File: config.mk
export PLATFORM = sky130hd
export DESIGN_NAME = mic_irq_ctrl
export DESIGN_NICKNAME = d
export VERILOG_FILES = /design/src/mic_irq_ctrl.v /design/src/mic_sync.v /design/src/mic_flag.v
export VERILOG_INCLUDE_DIRS = /design/src
export SDC_FILE = /design/constraint.sdc
export NUM_CORES = 1
export LEC_CHECK = 0
export BUFFER_PORTS_ARGS = -buffer_cell sky130_fd_sc_hd__buf_4
export CORE_ASPECT_RATIO = 0.8
export CORE_MARGIN = 5
export CORE_UTILIZATION = 46
export CTS_CLUSTER_DIAMETER = 120
export DETAILED_ROUTE_END_ITERATION = 7
export GPL_TIMING_DRIVEN = 0
export PLACE_DENSITY = 0.93
export RECOVER_POWER = 50
export SYNTH_ARGS = -nofsm -noshare
export SYNTH_HDL_FRONTEND = slang
export SYNTH_HIERARCHICAL = 1
export SYNTH_SLANG_ARGS = --single-unit
File: constraint.sdc
create_clock -name clk -period 3.5 [get_ports clk]
set_clock_uncertainty 0.15 [all_clocks]
set_input_delay 0.35 -clock clk [delete_from_list [all_inputs] [get_ports clk]]
set_output_delay 0.35 -clock clk [all_outputs]
set_load 0.02 [all_outputs]
File: src/mic_regs.vh
// Constants for the interrupt control block: bit positions, codes and timing.
`ifndef MIC_REGS_VH
`define MIC_REGS_VH
`define MIC_CTRL_GLB_EN     7
`define MIC_CTRL_PEIE       6
`define MIC_CTRL_TMR_EN     5
`define MIC_CTRL_EXT_EN     4
`define MIC_CTRL_PORT_EN    3
`define MIC_CTRL_TMR_FLAG   2
`define MIC_CTRL_EXT_FLAG   1
`define MIC_CTRL_PORT_FLAG  0
`define MIC_PERIPH_CONV     6
`define MIC_OPT_EDGE        6
`define MIC_CTRL_RESET      8'h00
`define MIC_PERIPH_RESET    8'h00
`define MIC_VECTOR          13'h0004
`define MIC_TMR_MAX         8'hff
`define MIC_TMR_ZERO        8'h00
`define MIC_Q1              2'h0
`define MIC_Q2              2'h1
`define MIC_Q3              2'h2
`define MIC_Q4              2'h3
`define MIC_PORT_PINS       3
`endif

File: src/mic_irq_ctrl.v
// Interrupt control for a small microcontroller core: flags, enables, vectoring, wake.
//
// Notes on behaviour
// RULE_01: Exactly four sources: timer overflow, external pin, port change, converter done.
// RULE_02: Each flag sets on its event whatever its enable or the global enable.
// RULE_03: Global enable at control bit 7 allows unmasked interrupts, else blocks all.
// RULE_04: Global enable with any flagged and enabled source takes the interrupt at once; the code accepts only in the fourth phase and not during sleep.
// RULE_05: Every reset clears the global enable.
// RULE_06: Return-from-interrupt instruction sets the global enable again.
// RULE_07: Converter flag and enable in peripheral registers, also gated by peripheral enable.
// RULE_08: Accepting clears global enable, pushes return address, loads the fixed vector.
// RULE_09: Software clears flags before re-enabling; hardware never clears them.
// RULE_10: External event to vector takes three or four cycles, same for any instruction.
// RULE_11: External-pin flag may only be set during the fourth and first phases.
// RULE_12: Timer rollover from maximum to zero sets the timer flag at bit 2.
// RULE_13: Timer overflow request is enabled by control bit 5.
// RULE_14: External pin is edge-triggered, edge chosen by option bit 6, flag bit 1.
// RULE_15: Clearing control bit 4 disables the external-pin interrupt.
// RULE_16: Enabled external-pin event wakes from sleep; global enable then decides branching.
// RULE_17: Change on port pins 3, 1, 0 sets flag bit 0, enable bit 3.
// RULE_18: Entry saves only the return address; working and status registers are untouched.
// RULE_19: Flagged and enabled source wakes from sleep whatever the global enable.
// RULE_20: Request is global enable AND the OR of all flag-enable pairs.
// RULE_21: One shared vector, no priority; software polls the flags.
`timescale 1ns/1ps
`include "mic_regs.vh"
module mic_irq_ctrl (
	input  wire        clk,
	input  wire        reset_n,
	input  wire        ext_irq_pin,
	input  wire        port_pin_zero,
	input  wire        port_pin_one,
	input  wire        port_pin_three,
	input  wire [7:0]  timer_count,
	input  wire        conv_done_event,
	input  wire [7:0]  option_value,
	input  wire        ctrl_wr,
	input  wire [7:0]  ctrl_wdata,
	input  wire        periph_flag_wr,
	input  wire [7:0]  periph_flag_wdata,
	input  wire        periph_enable_wr,
	input  wire [7:0]  periph_enable_wdata,
	input  wire        return_from_irq_instr,
	input  wire        sleep_active,
	output wire [7:0]  irq_control_reg,
	output wire [7:0]  periph_flag_reg,
	output wire [7:0]  periph_enable_reg,
	output wire        global_irq_enable,
	output wire        irq_request,
	output wire        wake_request,
	output wire        irq_flush,
	output reg         stack_push_q,
	output reg         pc_load_q,
	output reg  [12:0] pc_vector_q,
	output reg  [1:0]  q_phase_q
);
	localparam [1:0] ST_IDLE  = 2'h0;
	localparam [1:0] ST_FLUSH = 2'h1;
	localparam [1:0] ST_VECT  = 2'h2;

	reg  [1:0]  state_q;
	reg  [1:0]  state_d;
	reg         glb_en_q;
	reg         ext_prev_q;
	reg         ext_pend_q;
	reg  [2:0]  port_prev_q;
	reg  [2:0]  prime_q;
	reg  [7:0]  tmr_prev_q;
	wire        ext_sync;
	wire [2:0]  port_sync;
	wire        ext_rise;
	wire        ext_fall;
	wire        ext_edge;
	wire        ext_window;
	wire        port_change;
	wire        tmr_ovf;
	wire        accept;
	wire        any_pending;
	wire        tmr_flag;
	wire        ext_flag;
	wire        port_flag;
	wire        tmr_en;
	wire        ext_en;
	wire        port_en;
	wire        peie;
	wire        conv_flag;
	wire        conv_en;

	// Pins come from outside the clock domain and are synchronised first.
	mic_sync #(
		.W (1)
	) u_ext_sync (
		.clk      (clk),
		.reset_n  (reset_n),
		.async_in (ext_irq_pin),
		.sync_q   (ext_sync)
	);

	mic_sync #(
		.W (`MIC_PORT_PINS)
	) u_port_sync (
		.clk      (clk),
		.reset_n  (reset_n),
		.async_in ({port_pin_three, port_pin_one, port_pin_zero}),
		.sync_q   (port_sync)
	);

	// Instruction cycle is four clock phases; the core follows this phase count.
	always @(posedge clk or negedge reset_n) begin
		if (!reset_n)
			q_phase_q <= `MIC_Q1;
		else
			q_phase_q <= q_phase_q + 2'h1;
	end

	// External pin edge detection with a pending latch held until the legal phases.
	assign ext_rise   = ext_sync & ~ext_prev_q;
	assign ext_fall   = ~ext_sync & ext_prev_q;
	assign ext_edge   = prime_q[2] & (option_value[`MIC_OPT_EDGE] ? ext_rise : ext_fall); // RULE_14
	assign ext_window = (q_phase_q == `MIC_Q4) | (q_phase_q == `MIC_Q1); // RULE_11

	always @(posedge clk or negedge reset_n) begin
		if (!reset_n) begin
			ext_prev_q <= 1'b0;
			ext_pend_q <= 1'b0;
		end else begin
			ext_prev_q <= ext_sync;
			ext_pend_q <= (ext_pend_q | ext_edge) & ~ext_window;
		end
	end

	// Port change compares against the previous sample. The synchronisers and the
	// history need three edges after reset to hold real pin levels, so no change or
	// edge is trusted before then; a pin idling high would otherwise fake an event.
	always @(posedge clk or negedge reset_n) begin
		if (!reset_n) begin
			port_prev_q <= 3'h0;
			prime_q     <= 3'h0;
		end else begin
			port_prev_q <= port_sync;
			prime_q     <= {prime_q[1:0], 1'b1};
		end
	end

	assign port_change = prime_q[2] & (|(port_sync ^ port_prev_q)); // RULE_17

	// Timer runs on this clock, so its count is compared without synchronising.
	always @(posedge clk or negedge reset_n) begin
		if (!reset_n)
			tmr_prev_q <= `MIC_TMR_ZERO;
		else
			tmr_prev_q <= timer_count;
	end

	assign tmr_ovf = (tmr_prev_q == `MIC_TMR_MAX) & (timer_count == `MIC_TMR_ZERO); // RULE_12

	// Flags: events set them regardless of any enable; only writes clear them.
	mic_flag u_tmr_flag (
		.clk     (clk),
		.reset_n (reset_n),
		.hw_set  (tmr_ovf), // RULE_02
		.sw_wr   (ctrl_wr),
		.sw_data (ctrl_wdata[`MIC_CTRL_TMR_FLAG]),
		.flag_q  (tmr_flag)
	);

	mic_flag u_ext_flag (
		.clk     (clk),
		.reset_n (reset_n),
		.hw_set  ((ext_edge | ext_pend_q) & ext_window), // RULE_11
		.sw_wr   (ctrl_wr),
		.sw_data (ctrl_wdata[`MIC_CTRL_EXT_FLAG]),
		.flag_q  (ext_flag)
	);

	mic_flag u_port_flag (
		.clk     (clk),
		.reset_n (reset_n),
		.hw_set  (port_change), // RULE_02
		.sw_wr   (ctrl_wr),
		.sw_data (ctrl_wdata[`MIC_CTRL_PORT_FLAG]),
		.flag_q  (port_flag)
	);

	mic_flag u_conv_flag (
		.clk     (clk),
		.reset_n (reset_n),
		.hw_set  (conv_done_event), // RULE_07
		.sw_wr   (periph_flag_wr),
		.sw_data (periph_flag_wdata[`MIC_PERIPH_CONV]),
		.flag_q  (conv_flag)
	);

	// Enables are plain software bits with no hardware set.
	mic_flag u_tmr_en (
		.clk     (clk),
		.reset_n (reset_n),
		.hw_set  (1'b0),
		.sw_wr   (ctrl_wr),
		.sw_data (ctrl_wdata[`MIC_CTRL_TMR_EN]), // RULE_13
		.flag_q  (tmr_en)
	);

	mic_flag u_ext_en (
		.clk     (clk),
		.reset_n (reset_n),
		.hw_set  (1'b0),
		.sw_wr   (ctrl_wr),
		.sw_data (ctrl_wdata[`MIC_CTRL_EXT_EN]), // RULE_15
		.flag_q  (ext_en)
	);

	mic_flag u_port_en (
		.clk     (clk),
		.reset_n (reset_n),
		.hw_set  (1'b0),
		.sw_wr   (ctrl_wr),
		.sw_data (ctrl_wdata[`MIC_CTRL_PORT_EN]), // RULE_17
		.flag_q  (port_en)
	);

	mic_flag u_peie (
		.clk     (clk),
		.reset_n (reset_n),
		.hw_set  (1'b0),
		.sw_wr   (ctrl_wr),
		.sw_data (ctrl_wdata[`MIC_CTRL_PEIE]), // RULE_07
		.flag_q  (peie)
	);

	mic_flag u_conv_en (
		.clk     (clk),
		.reset_n (reset_n),
		.hw_set  (1'b0),
		.sw_wr   (periph_enable_wr),
		.sw_data (periph_enable_wdata[`MIC_PERIPH_CONV]), // RULE_07
		.flag_q  (conv_en)
	);

	// All four sources merge into one request with no priority between them.
	assign any_pending = (tmr_flag & tmr_en) | (ext_flag & ext_en) | (port_flag & port_en)
		| (conv_flag & conv_en & peie); // RULE_01 RULE_07 RULE_21
	assign irq_request = glb_en_q & any_pending; // RULE_03 RULE_20

	// Wake ignores the global enable; after wake the core runs the next instruction
	// and then the ordinary request path branches only if the global enable is set.
	assign wake_request = sleep_active & any_pending; // RULE_16 RULE_19

	// Acceptance happens at a cycle boundary so that one- and two-cycle instructions
	// see the same latency. The core is flushed for two cycles and gets the vector in
	// the last phase of the second, so the handler starts on a cycle boundary.
	assign accept = (state_q == ST_IDLE) & irq_request & ~sleep_active
		& (q_phase_q == `MIC_Q4); // RULE_04 RULE_10

	always @* begin
		state_d = state_q;
		case (state_q)
			ST_IDLE: begin
				if (accept)
					state_d = ST_FLUSH;
			end
			ST_FLUSH: begin
				if (q_phase_q == `MIC_Q4)
					state_d = ST_VECT;
			end
			ST_VECT: begin
				if (q_phase_q == `MIC_Q4)
					state_d = ST_IDLE;
			end
			default: begin
				state_d = ST_IDLE;
			end
		endcase
	end

	always @(posedge clk or negedge reset_n) begin
		if (!reset_n)
			state_q <= ST_IDLE;
		else
			state_q <= state_d;
	end

	// Only the return address is pushed; working and status registers stay with software.
	always @(posedge clk or negedge reset_n) begin
		if (!reset_n) begin
			stack_push_q <= 1'b0;
			pc_load_q    <= 1'b0;
			pc_vector_q  <= `MIC_VECTOR;
		end else begin
			stack_push_q <= (state_q == ST_VECT) & (q_phase_q == `MIC_Q3); // RULE_08 RULE_18
			pc_load_q    <= (state_q == ST_VECT) & (q_phase_q == `MIC_Q3); // RULE_08 RULE_10
			pc_vector_q  <= `MIC_VECTOR; // RULE_21
		end
	end

	assign irq_flush = (state_q != ST_IDLE); // RULE_10

	// Acceptance outranks a write or a return in the same cycle, so a taken interrupt
	// always starts its handler with interrupts blocked.
	always @(posedge clk or negedge reset_n) begin
		if (!reset_n)
			glb_en_q <= 1'b0; // RULE_05
		else if (accept)
			glb_en_q <= 1'b0; // RULE_08
		else if (return_from_irq_instr)
			glb_en_q <= 1'b1; // RULE_06
		else if (ctrl_wr)
			glb_en_q <= ctrl_wdata[`MIC_CTRL_GLB_EN]; // RULE_03
	end

	// Flags are never cleared here; a flag left set re-enters the handler after return.
	assign irq_control_reg = {glb_en_q, peie, tmr_en, ext_en,
		port_en, tmr_flag, ext_flag, port_flag}; // RULE_09
	assign global_irq_enable = glb_en_q;
	assign periph_flag_reg   = {1'b0, conv_flag, 6'h00};
	assign periph_enable_reg = {1'b0, conv_en, 6'h00};
endmodule // mic_irq_ctrl

File: src/mic_sync.v
// Two flip-flop synchroniser for a group of asynchronous pin inputs.
`timescale 1ns/1ps
module mic_sync #(
	parameter W = 1
) (
	input  wire         clk,
	input  wire         reset_n,
	input  wire [W-1:0] async_in,
	output reg  [W-1:0] sync_q
);
	reg [W-1:0] meta_q;

	always @(posedge clk or negedge reset_n) begin
		if (!reset_n) begin
			meta_q <= {W{1'b0}};
			sync_q <= {W{1'b0}};
		end else begin
			meta_q <= async_in;
			sync_q <= meta_q;
		end
	end
endmodule // mic_sync

File: src/mic_flag.v
// One software-visible bit that hardware may set and software may write.
`timescale 1ns/1ps
module mic_flag (
	input  wire clk,
	input  wire reset_n,
	input  wire hw_set,
	input  wire sw_wr,
	input  wire sw_data,
	output reg  flag_q
);
	// A hardware set in the same cycle as a software clear wins, so no event is lost.
	always @(posedge clk or negedge reset_n) begin
		if (!reset_n)
			flag_q <= 1'b0;
		else
			flag_q <= hw_set | (sw_wr ? sw_data : flag_q);
	end
endmodule // mic_flag

==> results.md <==
* Setup TNS at 0 ns
* Detailed Place HPWL at 2260 µm
* Synthesized flop and latch total at 39
* Outcome: complete, no violations
* Ys async rst share at 1.00
* CP top delay family: flip-flops
* Reg clk slew, reported paths at 0.07 ns
* CORE AREA at 3450 µm²
* Worst-Skew Late Latency at 0.29 ns
* CP Class: flip-flop to output pin
* Largest net degree at the start of global routing at 40
* IO Pins at 97
* Total Die Area at 4910 µm²
* Maximum clock path buffer count at 2
* Final setup margin at 1.40 ns
* Buf+Inv Stages, Crit Path at 1
* Final core utilization at 0.677
* CP startpoint kind: flip-flop
* Max layer used: met3
* Placed Area at 2180 µm²
* Cts bufs inserted at 5
* Vias per inst at 4.09
* Number of synthesized flops with an enable pin at 0
* Final hold vios at 0
* Crit path capture: wake_request
* Hold Crit Class: input pin to flip-flop
* Die Ht at 63.7 µm
* R2R cell count at 3
* R2R setup slack at 2.06 ns
* Cell depth of the worst setup path at 4
* Commonest non-fill, non-tap cell in the layout: buf_4
* Unrepaired setup endpoints after global routing: no
* Vias in the first global route at 1,039
* Setup WS pre-CTS at 1.70 ns
* Met3 wire length at 414 µm
* Most frequent cells in the layout: buf_4 (74), dfrtp_1 (39), conb_1 (33), clkbuf_4 (12), nor2b_1 (10)
* Number of port buffers at 48
* Max cap viols at 0
* Drt first-iter violations at 15
* CP startpoint: u_tmr_flag/flag_q
* Area delta synth->final at 41.0%
* Clk root buf: clkbuf_8
* DP Cell Count at 255
* Initial antenna violation count at 0
* Area of the mapped netlist at 1660 µm²
* Gpl congestion at 0.746
* Max Clk Rate at 475 MHz
* DRC viols at 0
* WP data arrival at 1.60 ns
* Max stage delay on crit path at 0.40 ns
* Final Cycle Share at 0.601
* Tot Pwr at 1.02 mW
* Grt ovf at 0
* CTS tree: yes
* Final Setup Violations at 0
* Synth Flop Type: dfrtp_1
* Final WL at 2880 µm
* Layout fillers at 273
* CP max-delay cell: dfrtp_1
* RR Startpoint: u_tmr_flag/flag_q
* Antenna cells at 0
* Site Rows at 19
* Die X at 77.1 µm
* H-tree depth at 2
* First-pass DRT Iterations at 4
* WHS at 0.0481 ns
* Drt wl/cell at 10.7 µm
* Power per cell area at 437 nW/µm²
* GRT Overall Usage at 0.116
* Met2 wire len at 1440 µm
* Reg-to-reg endpoint: state_q[0]
* Clock sink count at 39
* Post-route minimum period at 2.10 ns
* Leakage power at 1.20 nW
* Post-synthesis sequential area ratio at 0.590
* # nets final at 279
* Worst VDD drop at 294 µV
* Non-filler cells, final at 268
* Mapped Cells at 134
* Mean Syn Cell Area at 12.4 µm²
* Critical Path, Cell by Cell: a222oi_1 -> nand2_1 -> and2_2 -> buf_4
* Post-route cell area at 2330 µm²
* Critical path peak fanout at 4
* Synth unique cells at 28
* Via count at 1,095
* Yosys warns at 6
* Crit. End Element: output pin
* First-pass GRT wire length at 4450 µm
* CP Data Required Time at 3.00 ns
* M1 WL at 1020 µm
* Starting Density at 0.480
* Max-slew violations at 0
* Share of post-route cells with drive strength above 1 at 0.434
* DRT antenna net count at 0
==> power breakdown <==
part           internal [mW]  switching (mW)  total, mW  leakage, nW
clock                  0.161           0.150      0.311       0.0474
combinational          0.110          0.0996      0.209        0.703
sequential             0.480          0.0184      0.499        0.452
total                  0.750           0.268       1.02         1.20
==> metal layers <==
metal  global-route usage  vias up
li1                     -      565
met1                0.119      479
met2                0.190       51
met3               0.0883        0
met4               0.0258        0
met5                    0        -
==> kinds of logic (layout without fill, tap and decap cells) <==
logic type	after synthesis	count (layout)	share of synthesized area
xor gates and xnor gates	3	3	0.0159
and+or+nand+nor	28	28	0.108
DFF	39	39	0.590
buffers and inverters	42	103	0.181
other	2	33	0.00454
AOI/OAI and AO/OA	18	18	0.0854
adders and majority gates	2	2	0.0151
==> cell usage after synthesis (2+ instances only) <==
library cell | n | area, µm²
a211o_1 | 9 | 78.8
a21oi_1 | 2 | 10.0
and2_2 | 2 | 15.0
buf_4 | 38 | 285
conb_1 | 2 | 7.51
dfrtp_1 | 39 | 976
ha_1 | 2 | 25.0
inv_1 | 4 | 15.0
nand2_1 | 3 | 11.3
nand4_1 | 2 | 12.5
nor2b_1 | 10 | 62.6
nor3b_1 | 2 | 15.0
nor4_1 | 2 | 12.5
xor2_1 | 3 | 26.3
==> area by class of cell <==
type / instances / area (µm²) / area share
sequential: 39 / 976 / 0.418
multi-input combinational: 84 / 495 / 0.212
timing repair buffer: 53 / 410 / 0.176
buffer: 38 / 285 / 0.122
clock buffer: 6 / 82.6 / 0.0354
tap: 42 / 52.6 / 0.0225
clock inverter: 2 / 16.3 / 0.00697
inverter: 4 / 15.0 / 0.00643
==> sequential cells by signal, indices dropped and copies added (netlist names), 2 cells and up <==
| signal | cells |
|---|---|
| tmr_prev_q | 8 |
| port_prev_q | 3 |
| prime_q | 3 |
| u_port_sync/meta_q | 3 |
| u_port_sync/sync_q | 3 |
| q_phase_q | 2 |
| state_q | 2 |
==> worst min path at each step <==
| stage | start | to | slack, ns | cells past startpoint |
|---|---|---|---|---|
| after global placement | reset_n | stack_push_q | 0.18 | 1 |
| after CTS | port_pin_one | u_port_sync/meta_q[1] | 0.0006 | 1 |
| after floorplan | reset_n | ext_pend_q | -0.1 | 0 |
| final | timer_count[1] | tmr_prev_q[1] | 0.05 | 1 |
| after detailed placement | reset_n | stack_push_q | 0.19 | 1 |
| after global routing | timer_count[1] | tmr_prev_q[1] | 0.03 | 1 |
==> repair_timing <==
item | CTS | global route
buffers inserted | 0 | 0
setup endpoints to repair | 0 | 0
hold endpoints to repair | 41 | 2
hold buffers | 3 | 2
resized for setup | 0 | 0
(Power assumes the default switching activity.)
